===== config.mk =====
export PLATFORM = sky130hd
export DESIGN_NAME = dip_detector
export DESIGN_NICKNAME = d
export VERILOG_FILES = /design/src/hdl/dip_detect_pkg.sv /design/src/hdl/sample_tick_gen.sv /design/src/hdl/dip_detector.sv
export SDC_FILE = /design/constraint.sdc
export NUM_CORES = 1
export LEC_CHECK = 0
export ABC_AREA = 1
export BUFFER_PORTS_ARGS = -buffer_cell sky130_fd_sc_hd__buf_2
export CAP_MARGIN = 20
export CORE_UTILIZATION = 35
export DETAILED_ROUTE_END_ITERATION = 16
export PLACE_DENSITY = 0.55
export SYNTH_ARGS = -nofsm -noshare
export SYNTH_HDL_FRONTEND = slang
export SYNTH_SLANG_ARGS = --single-unit

===== constraint.sdc =====
create_clock -name core_clk_i -period 7.6 [get_ports core_clk_i]
set_input_delay 0.38 -clock core_clk_i [delete_from_list [all_inputs] [get_ports core_clk_i]]
set_output_delay 0.38 -clock core_clk_i [all_outputs]
set_load 0.01 [all_outputs]

===== src/hdl/dip_detect_pkg.sv =====
// Constants, types and helpers for the five-channel solenoid dip detector.
// Assumes a 50 MHz core clock and 12-bit drain-voltage sample codes.
//
// Operation
// After descent run, keep sampling and auto-zeroing
// No dip within window: set fault
// Dip found: enter post-dip, keep sampling
// Post-dip sampling runs to window end
// Three rising samples after dip: clear fault
// After verdict return idle, await activation
// One sample per period, compared to previous
// Three descending 3 mV samples end pre-dip
// Accept activation only if grounded through settle
// Faults 4,3,2,1,5 on bits 15..11
// Each channel has own machine, timer, fault
package dip_detect_pkg;

  // ---------------------------------------------------------------
  // Sizes
  // ---------------------------------------------------------------
  localparam int CH_NUM = 5;       // Monitored channels
  localparam int SAMPLE_W = 12;    // Sample code width
  localparam int CNT_W = 22;       // Elapsed-time counter width
  localparam int RUN_W = 2;        // Run counter width
  localparam int WORD_W = 16;      // Fault word width

  // ---------------------------------------------------------------
  // Timing
  // ---------------------------------------------------------------
  localparam int CLK_PERIOD_NS = 20;          // 50 MHz
  localparam int SAMPLE_PERIOD_US = 72;       // Sample period
  localparam int SETTLE_TIME_US = 400;        // Least settle time
  localparam int WINDOW_TIME_MS = 56;         // Monitoring window
  localparam int SAMPLE_CYC =
    (SAMPLE_PERIOD_US * 1000 + CLK_PERIOD_NS - 1) / CLK_PERIOD_NS;
  localparam int SETTLE_CYC_DEF =
    (SETTLE_TIME_US * 1000 + CLK_PERIOD_NS - 1) / CLK_PERIOD_NS;
  localparam int WINDOW_CYC_DEF =
    (WINDOW_TIME_MS * 1000000 + CLK_PERIOD_NS - 1) / CLK_PERIOD_NS;
  localparam logic [11:0] SAMPLE_LAST = 12'(SAMPLE_CYC - 1);

  // ---------------------------------------------------------------
  // Thresholds in sample codes (0.25 mV per code)
  // ---------------------------------------------------------------
  localparam logic [11:0] RISE_MIN = 12'h002;   // 0.5 mV
  localparam logic [11:0] DESC_MIN = 12'h00c;   // 3 mV
  localparam logic [11:0] GND_MAX = 12'h028;    // Near-ground limit
  localparam logic [11:0] HIGH_MIN = 12'h800;   // Driver-off level
  localparam logic [1:0] DESC_RUN_LAST = 2'h2;  // Third descent
  localparam logic [1:0] POST_RUN_LAST = 2'h2;  // Third rise

  // ---------------------------------------------------------------
  // Reset values
  // ---------------------------------------------------------------
  localparam logic [15:0] FAULT_WORD_RST = 16'h0000;
  localparam logic [11:0] SAMPLE_RST = 12'h000;

  // Channel detector states, one-hot
  typedef enum logic [4:0] {
    ST_IDLE   = 5'b00001,
    ST_SETTLE = 5'b00010,
    ST_PRE    = 5'b00100,
    ST_DIP    = 5'b01000,
    ST_POST   = 5'b10000
  } det_state_t;

  // True when a exceeds b by at least d
  function automatic logic is_above(input logic [11:0] a,
                                    input logic [11:0] b,
                                    input logic [11:0] d);
    is_above = ({1'b0, a} >= ({1'b0, b} + {1'b0, d}));
  endfunction : is_above

  // Fault word bit of a channel: ch 0..3 to 12..15, ch 4 to 11
  function automatic int fault_pos(input int ch);
    fault_pos = (ch < 4) ? (12 + ch) : 11;
  endfunction : fault_pos

endpackage : dip_detect_pkg


===== src/hdl/sample_tick_gen.sv =====
// Sample period divider: one-cycle tick every sample period.
// Assumes the single core clock and its asynchronous reset.
`timescale 1ns/10ps
`default_nettype none
module sample_tick_gen
  import dip_detect_pkg::*;
(
  input wire logic core_clk_i,
  input wire logic resetn_i,
  output logic tick_o
);

  logic [11:0] div_r;   // Cycle count inside the period
  logic tick_r;         // Registered tick

  // -------------------------------------------------------------
  // Divider
  // -------------------------------------------------------------
  // Wraps at the period end and flags the wrap
  always_ff @(posedge core_clk_i or negedge resetn_i) begin
    if (!resetn_i) begin
      div_r <= 12'h000;
      tick_r <= 1'b0;
    end else begin
      div_r <= (div_r == SAMPLE_LAST) ? 12'h000 : div_r + 12'h001;
      tick_r <= (div_r == SAMPLE_LAST);
    end
  end

  assign tick_o = tick_r;

endmodule : sample_tick_gen
`default_nettype wire


===== src/hdl/dip_detector.sv =====
// Five-channel solenoid waveform checker: activation, pre-dip, dip and
// post-dip tracking, with one fault bit per channel in a fault word.
// Assumes sample codes synchronous to core_clk_i; the serial read-out
// of the fault word lives outside this block.
`timescale 1ns/10ps
`default_nettype none
module dip_detector
  import dip_detect_pkg::*;
#(
  parameter int SETTLE_CYCLES = SETTLE_CYC_DEF,  // Activation settle
  parameter int WINDOW_CYCLES = WINDOW_CYC_DEF   // Monitoring window
) (
  input wire logic core_clk_i,
  input wire logic resetn_i,
  input wire logic [CH_NUM-1:0][SAMPLE_W-1:0] solenoid_voltage_inputs_i,
  output logic [WORD_W-1:0] fault_word_o,
  output logic [CH_NUM-1:0] active_o,
  output logic [CH_NUM-1:0] pass_o,
  output logic [CH_NUM-1:0] fail_o
);

  // ---------------------------------------------------------------
  // Shared timing
  // ---------------------------------------------------------------
  localparam logic [CNT_W-1:0] SETTLE_LAST = CNT_W'(SETTLE_CYCLES - 1);
  localparam logic [CNT_W-1:0] WINDOW_LAST = CNT_W'(WINDOW_CYCLES - 1);

  logic tick;                          // Sample strobe
  logic [WORD_W-1:0] fault_word_r;     // Fault storage, mapped
  logic [WORD_W-1:0] fault_word_nxt;   // Next fault word
  logic [CH_NUM-1:0] fault_nxt;        // Per-channel next fault
  logic [CH_NUM-1:0] active_nxt;       // Channel not idle next
  logic [CH_NUM-1:0] pass_nxt;         // Pass verdict this cycle
  logic [CH_NUM-1:0] fail_nxt;         // Fail verdict this cycle
  logic [CH_NUM-1:0] active_r;
  logic [CH_NUM-1:0] pass_r;
  logic [CH_NUM-1:0] fail_r;

  // Sample period divider
  sample_tick_gen u_tick (
    .core_clk_i(core_clk_i),
    .resetn_i(resetn_i),
    .tick_o(tick)
  );

  // ---------------------------------------------------------------
  // Per-channel detectors
  // ---------------------------------------------------------------
  for (genvar c = 0; c < CH_NUM; c++) begin : g_ch
    det_state_t state_r;                 // Detector state
    det_state_t state_nxt;
    logic [SAMPLE_W-1:0] prev_r;         // Previous sample
    logic [SAMPLE_W-1:0] ref_r;          // Auto-zero reference
    logic [SAMPLE_W-1:0] ref_nxt;
    logic [RUN_W-1:0] run_r;             // Consecutive-slope run
    logic [RUN_W-1:0] run_nxt;
    logic [CNT_W-1:0] elapsed_r;         // Cycles since activation
    logic fault_now;                     // Stored fault of channel
    logic fault_c;
    logic pass_c;
    logic fail_c;

    wire [SAMPLE_W-1:0] smp = solenoid_voltage_inputs_i[c];
    wire near_gnd = (smp <= GND_MAX);                 // Driver on
    wire prev_high = (prev_r >= HIGH_MIN);            // Driver was off
    wire descend = is_above(prev_r, smp, DESC_MIN);   // 3 mV drop
    wire rise_ref = is_above(smp, ref_r, RISE_MIN);   // Above reference
    wire rise_prev = is_above(smp, prev_r, RISE_MIN); // Slope positive
    wire settle_done = (elapsed_r == SETTLE_LAST);
    wire win_end = (elapsed_r == WINDOW_LAST);

    assign fault_now = fault_word_r[fault_pos(c)];

    // Next-state and verdict decode
    always_comb begin
      state_nxt = state_r;
      ref_nxt = ref_r;
      run_nxt = run_r;
      fault_c = fault_now;
      pass_c = 1'b0;
      fail_c = 1'b0;
      case (state_r)
        ST_IDLE: begin
          // Falling swing from supply to ground starts the settle
          if (tick && prev_high && near_gnd) begin
            state_nxt = ST_SETTLE;
          end
        end
        ST_SETTLE: begin
          if (!near_gnd) begin
            state_nxt = ST_IDLE;
          end else if (settle_done) begin
            state_nxt = ST_PRE;
            ref_nxt = smp;
            run_nxt = '0;
          end
        end
        ST_PRE: begin
          if (tick) begin
            if (descend) begin
              // Count descents, no auto-zero until the run is seen
              run_nxt = run_r + 2'h1;
              if (run_r == DESC_RUN_LAST) begin
                state_nxt = ST_DIP;
                ref_nxt = smp;
                run_nxt = '0;
              end
            end else begin
              run_nxt = '0;
              if (rise_ref) begin
                ref_nxt = smp;                // Auto-zero on rise
              end
            end
          end
          // Window end wins over a descent run seen at the same tick
          if (win_end) begin
            state_nxt = ST_IDLE;
            fault_c = 1'b1;
            fail_c = 1'b1;
          end
        end
        ST_DIP: begin
          if (tick) begin
            ref_nxt = smp;
            if (rise_prev) begin
              state_nxt = ST_POST;
              run_nxt = '0;
            end
          end
          // A dip at the last cycle leaves no room for post-dip rises
          if (win_end) begin
            state_nxt = ST_IDLE;
            fault_c = 1'b1;
            fail_c = 1'b1;
          end
        end
        ST_POST: begin
          if (tick) begin
            if (rise_prev) begin
              run_nxt = run_r + 2'h1;
              if (run_r == POST_RUN_LAST) begin
                state_nxt = ST_IDLE;          // see R5
                fault_c = 1'b0;
                pass_c = 1'b1;
              end
            end else begin
              run_nxt = '0;
            end
          end
          if (win_end && !pass_c) begin
            state_nxt = ST_IDLE;              // see R4
            fault_c = 1'b1;
            fail_c = 1'b1;
          end
        end
        default: begin
          state_nxt = ST_IDLE;
        end
      endcase
    end

    assign fault_nxt[c] = fault_c;
    assign pass_nxt[c] = pass_c;
    assign fail_nxt[c] = fail_c;
    assign active_nxt[c] = (state_nxt != ST_IDLE);

    // State and reference registers of this channel only
    always_ff @(posedge core_clk_i or negedge resetn_i) begin
      if (!resetn_i) begin
        state_r <= ST_IDLE;
        ref_r <= SAMPLE_RST;
        run_r <= '0;
      end else begin
        state_r <= state_nxt;
        ref_r <= ref_nxt;
        run_r <= run_nxt;
      end
    end

    // Previous sample, taken once per period
    always_ff @(posedge core_clk_i or negedge resetn_i) begin
      if (!resetn_i) begin
        prev_r <= SAMPLE_RST;
      end else if (tick) begin
        prev_r <= smp;
      end
    end

    // Elapsed time since the activation swing
    always_ff @(posedge core_clk_i or negedge resetn_i) begin
      if (!resetn_i) begin
        elapsed_r <= '0;
      end else if (state_nxt == ST_IDLE || state_r == ST_IDLE) begin
        elapsed_r <= '0;
      end else begin
        elapsed_r <= elapsed_r + 22'h000001;  // see R2
      end
    end
  end

  // ---------------------------------------------------------------
  // Fault word mapping
  // ---------------------------------------------------------------
  // Solenoids 1..4 on bits 12..15, solenoid 5 on bit 11
  assign fault_word_nxt = {fault_nxt[3], fault_nxt[2], fault_nxt[1],
                           fault_nxt[0], fault_nxt[4], 11'h000};

  // Output registers
  always_ff @(posedge core_clk_i or negedge resetn_i) begin
    if (!resetn_i) begin
      fault_word_r <= FAULT_WORD_RST;
      active_r <= '0;
      pass_r <= '0;
      fail_r <= '0;
    end else begin
      fault_word_r <= fault_word_nxt;
      active_r <= active_nxt;
      pass_r <= pass_nxt;
      fail_r <= fail_nxt;
    end
  end

  assign fault_word_o = fault_word_r;
  assign active_o = active_r;
  assign pass_o = pass_r;
  assign fail_o = fail_r;

endmodule : dip_detector
`default_nettype wire


==> impl_table.tex <==
\begin{tabular}{lr}
\hline
Metric & Value \\
\hline
\multicolumn{2}{l}{\textbf{Detailed routing}} \\
\quad Detailed-route wire length on metal 1 & 19.1 mm \\
\quad Detailed-routed wire length on met2 & around 18 mm \\
\quad Drt wl/cell & approximately 13 µm \\
\quad Drt drc & 0 \\
\quad Number of nets still failing antenna checks after routing & 0 \\
\quad First DRT Iteration DRCs & approximately 730 \\
\quad Number of iterations in the first detailed-routing pass & 5 \\
\quad Met3 routed WL & roughly 1.3 mm \\
\quad Vias & about 14000 \\
\quad DR vias/cell & just under 5 \\
\quad Routed Wire Length & approximately 40 mm \\
\quad Topmost layer with routed signal wires & met4 \\
\multicolumn{2}{l}{\textbf{Global routing}} \\
\quad Number of antenna violations at the first check in global routing & 0 \\
\quad Total overflow reported by the global router & 0 \\
\quad Pin count of the biggest net entering global routing & approximately 130 \\
\quad Total routing resource utilization after global routing & between 15 and 20\% \\
\quad Vias in the first global route & $\sim$14000 \\
\quad First-pass GRT wire length & $\sim$67 mm \\
\multicolumn{2}{l}{\textbf{Timing}} \\
\quad Clock Skew & around 0.012 ns \\
\quad Fin crit period & roughly 3.2 ns \\
\quad Transition time of the tightest slew-check pin & roughly 0.97 ns \\
\quad Maximum clock frequency & approximately 310 MHz \\
\quad Setup TNS Final & 0 ns \\
\quad Final Cycle Share & between 40\% and 50\% \\
\quad Setup violations, final & 0 \\
\quad Max-slew violations & 0 \\
\quad Relative max-transition margin & between 30\% and 40\% \\
\quad Fin. Hold Viols & 0 \\
\quad RSZ-0062 raised after global routing & no \\
\multicolumn{2}{l}{\textbf{Critical path}} \\
\quad Cell family contributing the most delay on the critical path & simple AND/OR/NAND/NOR gates \\
\quad Critical-path maximum fanout & 22 \\
\quad Reg-to-Reg Start & g\_ch[4].prev\_r[1] \\
\quad Start point of the critical path & g\_ch[4].prev\_r[1] \\
\quad CP Cell Sequence & ha\_1 > nand2\_1 > nor3\_1 > nand4\_1 > xor2\_1 > ha\_1 > nand3\_1 > nor3\_1 > nand3\_1 > nand3\_2 > nand2\_1 > nand2\_1 > nand2\_1 > nand2\_1 > nand4\_4 > nor2\_1 \\
\quad Worst setup SP type & flop \\
\quad Worst setup path class & flop to flop \\
\quad Required time worst endpoint & 8.08 ns \\
\quad Arrival time at the worst endpoint & about 3.7 ns \\
\quad CP Buf/Inv Count & 0 \\
\quad Crit path top cell by count & nand2\_1 \\
\quad Slowest cell on crit path & dfrtp\_1 \\
\quad Worst stage delay on the critical path & roughly 0.40 ns \\
\quad Crit. End Element & flop \\
\multicolumn{2}{l}{\textbf{Finish}} \\
\quad Core occupancy in the finished layout & 39.9\% \\
\quad Number of nets at the end of the flow & roughly 2600 \\
\quad \# diodes & 0 \\
\quad Fraction of final layout cells with drive strength greater than 1 & roughly a tenth \\
\quad Area Overhead vs Synth & 11.8\% \\
\multicolumn{2}{l}{\textbf{Pwr}} \\
\quad Maximum vdd ir drop & roughly 0.16 mV \\
\quad Total Power & roughly 3 mW \\
\quad Comb power frac & 7.3\% \\
\quad Net switching power of the design & 0.703 mW \\
\quad Power Density & approximately 150 nW/µm² \\
\quad Clock share of power & between 40\% and 50\% \\
\quad Net switching fraction of the power & 24.0\% \\
\quad Leakage power summed over all cells & between 9 and 10 nW \\
\quad Power Internal & 2.23 mW \\
\quad Sequential power share & roughly 43\% \\
\multicolumn{2}{l}{\textbf{Status}} \\
\quad Outcome & complete, no violations \\
\multicolumn{2}{l}{\textbf{Clock network}} \\
\quad Clock buffer count from CTS & 31 \\
\quad Hold-fix buffers at CTS & 1 \\
\quad Post-CTS Setup Bufs & 0 \\
\quad Longest Clk Path Bufs & 3 \\
\quad Register clock-pin slew on the reported worst setup and hold paths & approximately 0.06 ns \\
\quad Insertion delay to the later sink of the worst-skew pair & 0.56 ns \\
\quad Buffer cell driving the clock tree root & clkbuf\_16 \\
\quad CTS sink count & between 200 and 250 \\
\quad TritonCTS clock tree & done \\
\quad Quantity of gates resized following cts & 0 \\
\quad Number of H-tree levels & 1 \\
\multicolumn{2}{l}{\textbf{Floorplan}} \\
\quad Site Rows & 80 \\
\quad Number of top-level pins & between 90 and 100 \\
\quad Vertical die dimension & about 220 µm \\
\quad Effective utilization at floorplan & approximately 36\% \\
\quad Horizontal die dimension & roughly 220 µm \\
\quad Core box area & slightly below 50000 µm² \\
\quad Area of the die & approximately 50000 µm² \\
\multicolumn{2}{l}{\textbf{Synthesis}} \\
\quad Post-synthesis instance area & about 17000 µm² \\
\quad Post-synthesis average cell area & between 7 and 8 µm² \\
\quad Portion of the post-synthesis area used by sequential elements & a little over a third \\
\quad Flop and latch count out of synthesis & around 240 \\
\quad Synth Instances & 2244 \\
\quad Share of synthesized registers carrying an async set or reset & between 90\% and 100\% \\
\quad Number of enable flip-flop cells after synthesis & 0 \\
\quad Dominant register cell in the synthesized netlist & dfrtp\_1 \\
\quad Number of warning messages in the yosys log & 0 \\
\quad Netlist cell types & 53 \\
\multicolumn{2}{l}{\textbf{Min path}} \\
\quad Start point of the worst min-delay path & solenoid\_voltage\_inputs\_i[48] \\
\quad Class of the tightest hold or removal check & primary input to flop \\
\multicolumn{2}{l}{\textbf{Run}} \\
\quad Max Cap Violations & 0 \\
\multicolumn{2}{l}{\textbf{Placed design}} \\
\quad Detailed placement HPWL & 29.7 mm \\
\quad Final Wtd Congestion & $\sim$0.88 \\
\quad Total of buffers placed on input and output ports & 81 \\
\hline
\end{tabular}
## metal layers
layer,vias to the layer above,GRT usage [%]
li1,7451,-
met1,6699,21.4
met2,185,26.8
met3,56,2.33
met4,0,3.74
met5,-,0
## cells in the mapped netlist (2+ instances only)
cell	n	area, µm²
buf_4	13	97.6
o31ai_1	4	30.0
ha_1	156	1950
a31oi_1	2	12.5
o21ai_0	116	581
nor4_4	4	85.1
nor3_1	74	370
o21bai_1	4	30.0
nand2_1	434	1630
o22ai_1	4	25.0
inv_1	335	1260
buf_6	8	90.1
clkbuf_1	16	60.1
a21oi_1	59	295
nor2_1	257	965
nor4_2	2	25.0
nand2_2	4	25.0
clkinv_1	2	7.51
and3_1	2	12.5
xor2_1	133	1160
dfstp_2	5	131
dfrtp_1	233	5830
o21a_1	3	22.5
inv_2	6	22.5
xnor2_1	34	298
nor2_2	35	219
nand3b_1	6	45.0
nand3_4	3	52.6
o221ai_1	2	17.5
or2_2	3	18.8
nand3_1	131	656
nand4_1	86	538
nor4_1	27	169
a21o_1	2	15.0
o211ai_1	2	15.0
nand3_2	12	120
nor3_2	9	90.1
## cells in the final DEF (no fill, tap or decap), types with 80 or more instances in the layout
master,instances
ha_1,156
buf_2,80
nor2_1,257
inv_1,335
nand4_1,86
nand3_1,131
xor2_1,133
o21ai_0,116
nand2_1,434
dfrtp_1,232
## cell type report
class                           count  area (µm²)
Inverter                          343        1290
Sequential cell                   238        5970
Fill cell                        4907       28900
Tap cell                          615         769
Clock buffer                       45         868
Timing Repair Buffer               86         455
Clock inverter                     12         138
Multi-Input combinational cell   1636        9670
## worst paths after layout
kind	endpoint	slack, ns	depth (start not counted)
min in group asynchronous	g_ch[3].prev_r[9]	0.50	2
max in group asynchronous	g_ch[2].prev_r[7]	5.61	3
hold / removal	g_ch[4].prev_r[0]	0.06	3
setup / recovery	g_ch[4].elapsed_r[9]	4.41	16
setup reg to reg	g_ch[4].elapsed_r[9]	4.41	16
hold reg to reg	g_ch[0].elapsed_r[0]	0.46	1
## cell families after synthesis
logic type,count (synthesis),synth area share (%)
AO/OA/AOI/OAI,205,6.46
XOR/XNOR,167,8.54
buffers and inverters,380,8.96
AND/OR/NAND/NOR,1097,29.8
other,1,0.0219
adder cells (fa/ha/maj),156,11.4
flip-flops,238,34.8
## worst register-to-register path: stages (launching register included)
cell     delay (ns)
dfrtp_1        0.40
ha_1           0.21
nand2_1        0.08
nor3_1         0.36
nand4_1        0.17
xor2_1         0.18
ha_1           0.34
nand3_1        0.10
nor3_1         0.14
nand3_1        0.14
nand3_2        0.14
nand2_1        0.09
nand2_1        0.08
nand2_1        0.04
nand2_1        0.12
nand4_4        0.31
nor2_1         0.20
## metrics by stage
step	cells	hold WS, ns	cell area, µm²	worst slack (ns)
2_1_floorplan	2254	0.0844	17200	5.03
3_3_place_gp	2917	0.444	18100	4.48
3_5_place_dp	2917	0.444	18100	4.41
4_1_cts	2975	0.0283	19200	4.39
5_1_grt	2975	0.0561	19200	3.95
6_report	2975	0.0633	19200	4.41
## state kept, by name, indices dropped and copies added, names as in the netlist
signal and cells:
g_ch.prev_r 60, fail_o 5, fault_word_o 5, active_o 5, pass_o 5, g_ch.state_r 25, u_tick.tick_o 1, g_ch.elapsed_r 110
u_tick.div_r 12, g_ch.run_r 10
## power by group through the flow
| stage | Clock [mW] | Combinational [mW] | Sequential, mW |
|---|---|---|---|
| 2_1_floorplan | 0 | 0.122 | 1.29 |
| 3_3_place_gp | 0 | 0.212 | 1.29 |
| 3_5_place_dp | 0 | 0.216 | 1.29 |
| 4_1_cts | 1.51 | 0.218 | 1.27 |
| 5_1_grt | 1.55 | 0.251 | 1.27 |
| 6_report | 1.45 | 0.214 | 1.27 |
Power figures use the tool's default switching activity.
